===== src/pcs_pkg.sv =====
package pcs_pkg;

  // Register byte offsets
  localparam logic [7:0]  ADDR_CTRL = 8'h00;
  localparam logic [7:0]  ADDR_STAT = 8'h04;
  localparam logic [7:0]  ADDR_MASK = 8'h08;
  localparam logic [7:0]  ADDR_INFO = 8'h0C;

  // Control register layout and reset value
  localparam logic [15:0] CTRL_RESET = 16'h3F00;
  localparam int          W_BIT      = 15;
  localparam int          X_BIT      = 14;
  localparam int          Y_HI       = 13;
  localparam int          Y_LO       = 8;
  localparam int          LOCK_BIT   = 3;

  // Event status bits, mask uses the same layout
  localparam int          EV_LOCKED  = 0;
  localparam int          EV_UNLOCK  = 1;
  localparam int          EV_WIDTH   = 2;

  // Info register bits
  localparam int          INFO_PLL   = 0;
  localparam int          INFO_RUN   = 1;

  // Lock model timing
  localparam int          CLK_PERIOD_NS = 10;
  localparam int          LOCK_TIME_NS  = 5000;
  localparam int          LOCK_CYC_I    = (LOCK_TIME_NS + CLK_PERIOD_NS - 1) / CLK_PERIOD_NS;
  localparam logic [15:0] LOCK_CYCLES   = LOCK_CYC_I[15:0];

  // Feedback divider terminal counts
  localparam logic [2:0]  PRE_TC_SLOW = 3'h1;
  localparam logic [2:0]  PRE_TC_FAST = 3'h7;
  localparam logic [2:0]  POST_TC     = 3'h7;

  // Lock state machine
  typedef enum logic [1:0] {
    LK_STRAP  = 2'b00,
    LK_ACQ    = 2'b01,
    LK_LOCKED = 2'b10,
    LK_BYPASS = 2'b11
  } pcs_lock_st_t;

  // Clock multiplier 4(Y+1) * 2^(2W+X)
  function automatic logic [12:0] pcs_mult(input logic w, input logic x, input logic [5:0] y);
    logic [12:0] m;
    m = ({7'h00, y} + 13'h0001) << 2;
    return m << {w, x};
  endfunction : pcs_mult

endpackage : pcs_pkg


===== src/pcs_synth_ctrl.sv =====
// Notes on behaviour
// - VCO runs at two or four times system clock, chosen by bypass bit.
// - VCO speed bit switches a three-bit feedback prescaler, raising VCO fourfold.
// - Modulus field loads a modulo-64 down counter dividing feedback by field plus one.
// - Changing speed bit or modulus starts a relock before lock is shown again.
// - Bypass bit clear at reset keeps extra divide-by-two, clock is VCO quarter.
// - Changing only the bypass bit changes clock at once, no relock.
// - System clock equals reference times 4(Y+1) times 2 to the (2W+X).
// - Control register resets to 3F00 hex.
// - Lock flag in control register, clear while reacquiring lock.
// - Internal reset held until the synthesizer first reports lock; with strap low, freed after the strap.
// - Any comparator input change drops lock and forces relock.
// - Strap low at reset disables the PLL; reference pin is the clock.
// - Strap high enables register control; strap low makes control bits inert.
//
// The register offsets and the AHB-Lite register port were chosen for this implementation.
`timescale 1ns/1ns
module pcs_synth_ctrl (
  input  wire  logic        hclk,
  input  wire  logic        hresetn,
  input  wire  logic        hsel,
  input  wire  logic [31:0] haddr,
  input  wire  logic [1:0]  htrans,
  input  wire  logic        hwrite,
  input  wire  logic [2:0]  hsize,
  input  wire  logic [31:0] hwdata,
  input  wire  logic        hready,
  output logic              hreadyout,
  output logic              hresp,
  output logic [31:0]       hrdata,
  input  wire  logic        reference_clock_input,
  input  wire  logic        clock_source_strap,
  output logic              sys_clk_out,
  output logic              fb_tick,
  output logic              internal_rst_n,
  output logic [12:0]       sys_mult,
  output logic [12:0]       vco_mult,
  output logic              irq
);
  import pcs_pkg::*;

  // Control fields
  logic                  speed_r;
  logic                  bypass_r;
  logic [5:0]            modulus_r;

  // Interrupt status and mask, same bit layout
  logic [EV_WIDTH-1:0]   stat_r;
  logic [EV_WIDTH-1:0]   mask_r;

  // Read data held for the data phase
  logic [31:0]           rdata_r;

  // Bus data-phase state
  logic                  wr_pend_r;
  logic [7:0]            wr_addr_r;

  // Strap, lock and reset state
  logic                  pll_en_r;
  pcs_lock_st_t          lk_st_r;
  pcs_lock_st_t          lk_st_nxt;
  logic [15:0]           lk_cnt_r;
  logic                  run_r;

  // Reference period watcher
  logic                  ref_q_r;
  logic                  ref_seen_r;
  logic [15:0]           ref_cnt_r;
  logic [15:0]           ref_per_r;
  logic                  ref_per_ok_r;

  // Feedback divider and clock output model
  logic [2:0]            pre_cnt_r;
  logic [5:0]            mod_cnt_r;
  logic [2:0]            post_cnt_r;

  // System clock model and multiplier readouts
  logic                  half_r;
  logic                  fb_r;
  logic                  clk_r;
  logic [12:0]           sys_mult_r;
  logic [12:0]           vco_mult_r;

  // Address decode of the accepted address phase
  wire                   addr_ok   = hsel & hready & htrans[1];
  wire                   rd_acc    = addr_ok & ~hwrite;
  wire                   wr_acc    = addr_ok & hwrite;
  wire [7:0]             a_lo      = haddr[7:0];
  wire                   in_range  = (haddr[31:8] == 24'h000000);

  // Register selects; anything unmapped reads as zero
  wire                   sel_ctrl  = in_range & (a_lo == ADDR_CTRL);
  wire                   sel_stat  = in_range & (a_lo == ADDR_STAT);
  wire                   sel_mask  = in_range & (a_lo == ADDR_MASK);
  wire                   sel_info  = in_range & (a_lo == ADDR_INFO);

  // Data-phase write strobes and the read-clear of the status
  wire                   wr_ctrl   = wr_pend_r & (wr_addr_r == ADDR_CTRL);
  wire                   wr_mask   = wr_pend_r & (wr_addr_r == ADDR_MASK);
  wire                   rd_clr    = rd_acc & sel_stat;

  // Values written by the pending data phase
  wire                   new_speed = hwdata[W_BIT];
  wire                   new_bypass= hwdata[X_BIT];
  wire [5:0]             new_mod   = hwdata[Y_HI:Y_LO];
  wire                   loop_chg  = wr_ctrl & ((new_speed != speed_r) | (new_mod != modulus_r));

  // Lock flag is clear outside the locked state
  wire                   locked    = (lk_st_r == LK_LOCKED);

  // Reference edge; the first period after reset is partial, so it is not compared
  wire                   ref_rise  = reference_clock_input & ~ref_q_r;
  wire                   ref_chg   = ref_rise & ref_per_ok_r & (ref_cnt_r != ref_per_r);
  wire                   relock    = pll_en_r & (loop_chg | ref_chg);

  // Events for the sticky status register
  wire                   ev_locked = (lk_st_r == LK_ACQ) & (lk_cnt_r == 16'h0000) & ~relock;
  wire                   ev_unlock = locked & relock;
  wire [EV_WIDTH-1:0]    ev_set    = {ev_unlock, ev_locked};

  // Read mux for the control register and the others
  wire [15:0]            ctrl_view = {speed_r, bypass_r, modulus_r, 4'h0, locked, 3'h0};
  wire [31:0]            rd_mux    = sel_ctrl ? {16'h0000, ctrl_view} :
                                     sel_stat ? {30'h0, stat_r} :
                                     sel_mask ? {30'h0, mask_r} :
                                     sel_info ? {30'h0, run_r, pll_en_r} : 32'h0000_0000;

  // Feedback divider terminal counts
  // prescaler ratio
  wire [2:0]             pre_tc    = speed_r ? PRE_TC_FAST : PRE_TC_SLOW;
  wire                   pre_wrap  = (pre_cnt_r == pre_tc);
  wire                   mod_wrap  = pre_wrap & (mod_cnt_r == 6'h00);
  wire                   post_wrap = mod_wrap & (post_cnt_r == POST_TC);

  // multiplier for system clock and VCO
  wire [12:0]            sys_m     = pcs_mult(speed_r, bypass_r, modulus_r);
  wire [12:0]            vco_m     = pcs_mult(speed_r, 1'b0, modulus_r) << 2;

  // Zero-wait slave, always OKAY
  assign hreadyout = 1'b1;
  assign hresp     = 1'b0;
  assign hrdata    = rdata_r;

  // Clock, reset and multiplier outputs come straight from flip-flops
  assign sys_clk_out = clk_r;
  assign fb_tick   = fb_r;
  assign internal_rst_n = run_r;
  assign sys_mult  = sys_mult_r;
  assign vco_mult  = vco_mult_r;

  // Level interrupt; stays high until software reads the status
  assign irq       = |(stat_r & mask_r);

  // Address phase capture; read data registered for the data phase
  always_ff @(posedge hclk or negedge hresetn) begin
    if (!hresetn) begin
      wr_pend_r <= 1'b0;
      wr_addr_r <= 8'h00;
      rdata_r   <= 32'h0000_0000;
    end else begin
      wr_pend_r <= wr_acc & in_range;
      wr_addr_r <= a_lo;
      if (rd_acc) begin
        rdata_r <= rd_mux;
      end
    end
  end

  // Control fields, written in the data phase
  always_ff @(posedge hclk or negedge hresetn) begin
    if (!hresetn) begin
      speed_r   <= CTRL_RESET[W_BIT];
      bypass_r  <= CTRL_RESET[X_BIT];
      modulus_r <= CTRL_RESET[Y_HI:Y_LO];
    end else if (wr_ctrl) begin
      speed_r   <= new_speed;
      bypass_r  <= new_bypass;
      modulus_r <= new_mod;
    end
  end

  // Mask register
  always_ff @(posedge hclk or negedge hresetn) begin
    if (!hresetn) begin
      mask_r <= '0;
    end else if (wr_mask) begin
      mask_r <= hwdata[EV_WIDTH-1:0];
    end
  end

  // Sticky status: read clears, a new event in the same cycle wins
  always_ff @(posedge hclk or negedge hresetn) begin
    if (!hresetn) begin
      stat_r <= '0;
    end else begin
      stat_r <= (rd_clr ? '0 : stat_r) | ev_set;
    end
  end

  // Strap is caught once, on the first edge after reset release
  always_ff @(posedge hclk or negedge hresetn) begin
    if (!hresetn) begin
      pll_en_r <= 1'b0;
    end else if (lk_st_r == LK_STRAP) begin
      pll_en_r <= clock_source_strap;
    end
  end

  // Lock state machine next state
  always_comb begin
    lk_st_nxt = lk_st_r;
    case (lk_st_r)
      LK_STRAP: begin
        lk_st_nxt = clock_source_strap ? LK_ACQ : LK_BYPASS;
      end
      LK_ACQ: begin
        if (ev_locked) begin
          lk_st_nxt = LK_LOCKED;
        end
      end
      LK_LOCKED: begin
        if (relock) begin
          lk_st_nxt = LK_ACQ;
        end
      end
      default: begin
        lk_st_nxt = LK_BYPASS;
      end
    endcase
  end

  // Lock state and modelled acquisition time
  always_ff @(posedge hclk or negedge hresetn) begin
    if (!hresetn) begin
      lk_st_r  <= LK_STRAP;
      lk_cnt_r <= LOCK_CYCLES;
    end else begin
      lk_st_r <= lk_st_nxt;
      if (relock || lk_st_r == LK_STRAP) begin
        lk_cnt_r <= LOCK_CYCLES;
      end else if (lk_st_r == LK_ACQ && lk_cnt_r != 16'h0000) begin
        lk_cnt_r <= lk_cnt_r - 16'h0001;
      end
    end
  end

  // Internal reset: held until first lock; with PLL off, freed after the strap
  always_ff @(posedge hclk or negedge hresetn) begin
    if (!hresetn) begin
      run_r <= 1'b0;
    end else if (lk_st_r == LK_LOCKED || lk_st_r == LK_BYPASS) begin
      run_r <= 1'b1;
    end
  end

  // Reference period in hclk cycles; a differing period means a new input
  always_ff @(posedge hclk or negedge hresetn) begin
    if (!hresetn) begin
      ref_q_r    <= 1'b0;
      ref_seen_r <= 1'b0;
      ref_cnt_r  <= 16'h0000;
      ref_per_r  <= 16'h0000;
      ref_per_ok_r <= 1'b0;
    end else begin
      ref_q_r <= reference_clock_input;
      if (ref_rise) begin
        ref_per_r  <= ref_cnt_r;
        ref_seen_r <= 1'b1;
        ref_per_ok_r <= ref_seen_r;
        ref_cnt_r  <= 16'h0001;
      end else if (ref_cnt_r != 16'hFFFF) begin
        ref_cnt_r  <= ref_cnt_r + 16'h0001;
      end
    end
  end

  // Feedback chain: VCO tick each hclk, prescaler, modulo-64 counter, fixed /8
  always_ff @(posedge hclk or negedge hresetn) begin
    if (!hresetn) begin
      pre_cnt_r  <= 3'h0;
      mod_cnt_r  <= CTRL_RESET[Y_HI:Y_LO];
      post_cnt_r <= 3'h0;
      fb_r       <= 1'b0;
    end else if (!pll_en_r) begin
      pre_cnt_r  <= 3'h0;
      mod_cnt_r  <= modulus_r;
      post_cnt_r <= 3'h0;
      fb_r       <= 1'b0;
    end else begin
      pre_cnt_r <= pre_wrap ? 3'h0 : pre_cnt_r + 3'h1;
      if (pre_wrap) begin
        mod_cnt_r <= (mod_cnt_r == 6'h00) ? modulus_r : mod_cnt_r - 6'h01;
      end
      if (mod_wrap) begin
        post_cnt_r <= post_cnt_r + 3'h1;
      end
      fb_r <= post_wrap;
    end
  end

  // System clock: toggles on VCO ticks, every second tick while bypass is clear
  always_ff @(posedge hclk or negedge hresetn) begin
    if (!hresetn) begin
      half_r <= 1'b0;
      clk_r  <= 1'b0;
    end else if (!pll_en_r) begin
      half_r <= 1'b0;
      clk_r  <= reference_clock_input;
    end else begin
      half_r <= ~half_r;
      // VCO two or four times clock
      if (bypass_r || half_r) begin
        clk_r <= ~clk_r;
      end
    end
  end

  // Multiplier readouts; zero while the synthesizer is off
  always_ff @(posedge hclk or negedge hresetn) begin
    if (!hresetn) begin
      sys_mult_r <= 13'h0000;
      vco_mult_r <= 13'h0000;
    end else begin
      sys_mult_r <= pll_en_r ? sys_m : 13'h0000;
      vco_mult_r <= pll_en_r ? vco_m : 13'h0000;
    end
  end

endmodule : pcs_synth_ctrl


===== config.mk =====
export PLATFORM = sky130hd
export DESIGN_NAME = pcs_synth_ctrl
export DESIGN_NICKNAME = d
export VERILOG_FILES = /design/src/pcs_pkg.sv /design/src/pcs_synth_ctrl.sv
export SDC_FILE = /design/constraint.sdc
export NUM_CORES = 1
export LEC_CHECK = 0
export CORE_MARGIN = 3
export CORE_UTILIZATION = 40
export DETAILED_ROUTE_END_ITERATION = 8
export DONT_BUFFER_PORTS = 1
export GPL_TIMING_DRIVEN = 0
export PLACE_DENSITY_LB_ADDON = 0.25
export SYNTH_ARGS = -nofsm -noshare
export SYNTH_HDL_FRONTEND = slang
export SYNTH_SLANG_ARGS = --single-unit

===== constraint.sdc =====
create_clock -name hclk -period 1.92 [get_ports hclk]
set_input_delay 0 -clock hclk [delete_from_list [all_inputs] [get_ports hclk]]
set_output_delay 0 -clock hclk [all_outputs]
set_load 0.005 [all_outputs]

==> results by group <==
Status
  • Run status: finished, violations left
  • Failing checks: negative hold slack, negative setup slack

CTS
  • Clock slew at the register clock pins of the worst setup and hold paths: 0.06 ns
  • Number of clock sinks: 121
  • Number of buffers on the longest clock path: 2
  • Cell chosen for the clock root: sky130_fd_sc_hd__clkbuf_16
  • Number of CTS-inserted buffers: 17
  • CTS tree: done
  • Quantity of hold-fixing buffers added after cts: 24
  • Clock latency at the later pin of the worst-skew pair: 0.43 ns
  • Number of H-tree levels: 4

Floorplan
  • Vertical extent of the die: 130 um
  • I/O pin count: 140
  • Floorplan core area: 14,800 um2
  • Initial Util: 41.4%
  • Die area: 16,800 um2
  • Number of rows created at floorplan: 44
  • X dimension of the die: 130 um

Pwr
  • Maximum vdd ir drop: 697 uV
  • Internal power of the cells: 5530 uW
  • Share of power burned in combinational logic: 12.0%
  • Switching power share of the total: 25.3%
  • Ratio of total power to cell area: 947 nW/um2
  • Total net switching power: 1870 uW
  • Leakage power figure: 0.00343 uW
  • Clock Power Share: 48.2%
  • Sequential group share of total power: 39.7%

Worst setup path
  • Register-to-register setup slack: -0.13 ns
  • Type of element launching the critical path: register
  • Type of the worst setup path: register to register
  • Worst reg2reg path depth: 6
  • Reg2reg end: lk_cnt_r[1]$_DFFE_PN0P_
  • Crit path capture type: register
  • Critical-path maximum fanout: 5
  • Req. time, crit path: 2.23 ns
  • RR Startpoint: wr_addr_r[6]$_DFF_PN0_
  • Worst Path Arrival: 2.37 ns

Final layout
  • Fraction of layout cells with a size suffix above 1: 23.8%
  • Most used cells in the layout excluding fill and tap cells: sky130_fd_sc_hd__nand2_1 (103), sky130_fd_sc_hd__dfrtp_1 (97), sky130_fd_sc_hd__buf_4 (51)
  • Number of fill cells: 1,274
  • Area added between synthesis and finish: 27.9%
  • Layout Nets: 799
  • Most frequent standard cell in the layout excluding fill and tap cells: sky130_fd_sc_hd__nand2_1
  • Final Cell Area: 7810 um2
  • Final cell count without fillers: 911
  • Antenna fix cells: 0
  • End-of-flow core utilization: 53.0%

Hold path
  • Kind of path behind the tightest hold check: input pin to async pin

Placed design
  • Dpl hpwl: 9.73 mm
  • Dpl cells: 839
  • Count of input and output buffers: 0
  • Instance area at placement: 6440 um2
  • Routability congestion estimate: 0.853
  • Placement Setup Slack: -0.540 ns

Synth
  • Async set-or-reset flop fraction in the synthesized netlist: 100%
  • Adder-Cell Fraction of Synth Area: 1.84%
  • Post-synthesis share of cell area spent on and, or, nand and nor gates: 21.0%
  • Count of distinct cell types in the synthesized netlist: 53
  • Number of storage elements in the synthesis netlist: 121
  • Parity-gate share of the synthesized area counting xor and xnor cells: 8.17%
  • Proportion of synthesized area in mux cells: 3.58%
  • Compound-Gate Fraction of Synth Area: 8.79%
  • Most instantiated flip-flop cell in the synthesis netlist: sky130_fd_sc_hd__dfrtp_1
  • Mean area per synthesized cell: 9.74 um2
  • Portion of the post-synthesis area used by sequential elements: 49.9%
  • Number of cells produced by synthesis: 627
  • Count of flip-flops with a built-in enable after synthesis: 0
  • Combinational family with the most area after synthesis: simple AND/OR/NAND/NOR gates
  • Yosys warnings: 0
  • Cell area after synthesis: 6110 um2

Detailed routing
  • Final Routed Wirelength: 15.1 mm
  • Vias per cell: 5.24
  • Number of violations reported at the end of detailed-routing iteration 0: 259
  • Number of vias after detailed routing: 4,771
  • Antenna Violating Nets Remaining: 0
  • Wirelength per Cell: 16.6 um
  • Number of detailed-routing iterations run before antenna repair: 5
  • DRC: 0

Timing
  • Unrepaired setup endpoints after global routing: true
  • Share of the cycle needed by the critical path after routing: 107%
  • Final Hold Slack: -0.731 ns
  • Final Skew: 0.00592 ns
  • Final setup violating endpoints: 21
  • Post-route minimum period: 2.05 ns
  • Worst slew margin relative to its limit: 40.7%
  • Peak Freq: 487 MHz
  • Worst Tran Pin Value: 0.886 ns
  • Max Transition Viols Final: 0
  • Final worst-path setup slack: -0.132 ns
  • Final Hold Vio Count: 121

GRT
  • Via count of the first global-routing pass: 4,775
  • Gr ovfl total: 0
  • GRT Total Usage: 18.7%
  • Pin count of the biggest net entering global routing: 122
  • Global-route wire length before repair: 24.5 mm
  • Initial antenna violation count: 0

Run
  • Reported max-cap violation count: 0
## through the flow
step / total power, uW / setup TNS (ns)
floorplan: 3530 / -0.330
global placement: 3670 / -9.85
detailed placement: 3710 / -11.29
CTS: 7430 / -0.550
global route: 7730 / -2.88
finish: 7400 / -1.18
## power by group through the flow
stage	Combinational [uW]	Clock [uW]	Sequential, uW
2_1_floorplan	627	0	2910
3_3_place_gp	734	0	2940
3_5_place_dp	760	0	2950
4_1_cts	902	3620	2910
5_1_grt	993	3770	2970
6_report	890	3570	2940
## what timing repair did
action | CTS | global route
pin swaps | 19 | 13
gates resized for setup | 33 | 34
setup buffers | 17 | 7
gates cloned | 3 | 0
setup endpoints to repair | 44 | 49
endpoints found under the hold margin | 150 | 121
## worst max-delay path by stage
stage | cells past startpoint | start | to | slack [ns]
final | 6 | wr_addr_r[6]$_DFF_PN0_ | lk_cnt_r[1]$_DFFE_PN0P_ | -0.13
after global routing | 6 | wr_addr_r[6]$_DFF_PN0_ | lk_cnt_r[11]$_DFFE_PN0P_ | -0.20
after CTS | 6 | wr_addr_r[5]$_DFF_PN0_ | lk_cnt_r[11]$_DFFE_PN0P_ | -0.11
after detailed placement | 6 | modulus_r[2]$_DFFE_PN1N_ | stat_r[1]$_DFF_PN0_ | -0.54
after global placement | 6 | modulus_r[2]$_DFFE_PN1N_ | stat_r[1]$_DFF_PN0_ | -0.51
after floorplan | 6 | wr_addr_r[4]$_DFF_PN0_ | lk_cnt_r[11]$_DFFE_PN0P_ | -0.09
## layout make-up
class	instances	area [um2]	area share, %
Multi-Input combinational cell	461	2980	38.2
Clock buffer	18	439	5.62
Timing Repair Buffer	50	488	6.25
Buffer	53	353	4.52
Inverter	10	38.8	0.496
Sequential cell	121	3060	39.1
Clock inverter	14	221	2.83
Tap cell	184	230	2.95
## state kept, by name, summed over array words and instances, names as in the netlist, 8 cells and up
register	count
lk_cnt_r	16
ref_cnt_r	16
ref_per_r	16
hrdata	11
sys_mult	10
vco_mult	9
wr_addr_r	8
## layer usage
layer  vias to the layer above  global-route usage [%]  wire length (um)
met5                         -                       0                 0
met4                         0                    5.56               138
met3                        10                    5.89               991
met2                       141                    29.4              7320
met1                      2342                    24.8              6680
li1                       2278                       -                 -
## synthesized netlist by cell type, types with 2 or more instances
master                       n  area share [%]
sky130_fd_sc_hd__xor2_1     22             3.2
sky130_fd_sc_hd__buf_2       3            0.25
sky130_fd_sc_hd__nand2b_1    7            0.72
sky130_fd_sc_hd__o211a_1     4            0.66
sky130_fd_sc_hd__or2_2       3            0.31
sky130_fd_sc_hd__nand2_1   103             6.3
sky130_fd_sc_hd__and2_1      4            0.41
sky130_fd_sc_hd__or4_1       3            0.37
sky130_fd_sc_hd__a31oi_1     2            0.20
sky130_fd_sc_hd__o21a_1      2            0.25
sky130_fd_sc_hd__clkbuf_1   29             1.8
sky130_fd_sc_hd__nor2b_1     3            0.31
sky130_fd_sc_hd__buf_4      30             3.7
sky130_fd_sc_hd__nand3_1    25             2.0
sky130_fd_sc_hd__a21oi_1    25             2.0
sky130_fd_sc_hd__conb_1      2            0.12
sky130_fd_sc_hd__o21ai_0    16             1.3
sky130_fd_sc_hd__a211oi_1   15             1.8
sky130_fd_sc_hd__mux2i_1     5            0.82
sky130_fd_sc_hd__nor4_2      2            0.41
sky130_fd_sc_hd__ha_1        9             1.8
sky130_fd_sc_hd__nor3_1     10            0.82
sky130_fd_sc_hd__clkinv_1    2            0.12
sky130_fd_sc_hd__a22oi_1     2            0.25
sky130_fd_sc_hd__or3_1       3            0.31
sky130_fd_sc_hd__nand4_1    19             1.9
sky130_fd_sc_hd__nor2_1     50             3.1
sky130_fd_sc_hd__inv_1       8            0.49
sky130_fd_sc_hd__and3_1      5            0.51
sky130_fd_sc_hd__o211ai_1    9             1.1
sky130_fd_sc_hd__nor4_1     14             1.4
sky130_fd_sc_hd__nor3b_1     3            0.37
sky130_fd_sc_hd__mux2_2     15             2.8
sky130_fd_sc_hd__dfrtp_1   103              42
sky130_fd_sc_hd__xnor2_1    35             5.0
sky130_fd_sc_hd__dfstp_2    18             7.7
## cells by family (layout without fill, tap and decap cells)
group                    count (synthesis)  in the layout
AND/OR/NAND/NOR                        262            262
multiplexers                            20             20
adder cells (fa/ha/maj)                  9              9
XOR/XNOR                                57             57
AO/OA/AOI/OAI                           82             83
flip-flops                             121            121
buffers and inverters                   74            145
other                                    2             30
## critical path, stage by stage, from the launching register on
cell and delay, ns:
sky130_fd_sc_hd__dfrtp_1 0.36, sky130_fd_sc_hd__or4b_4 0.55, sky130_fd_sc_hd__nor3_4 0.30, sky130_fd_sc_hd__o41ai_4 0.18, sky130_fd_sc_hd__o21a_1 0.19, sky130_fd_sc_hd__buf_6 0.15, sky130_fd_sc_hd__o211a_1 0.21
No activity file was read; power rests on OpenSTA's default activity.
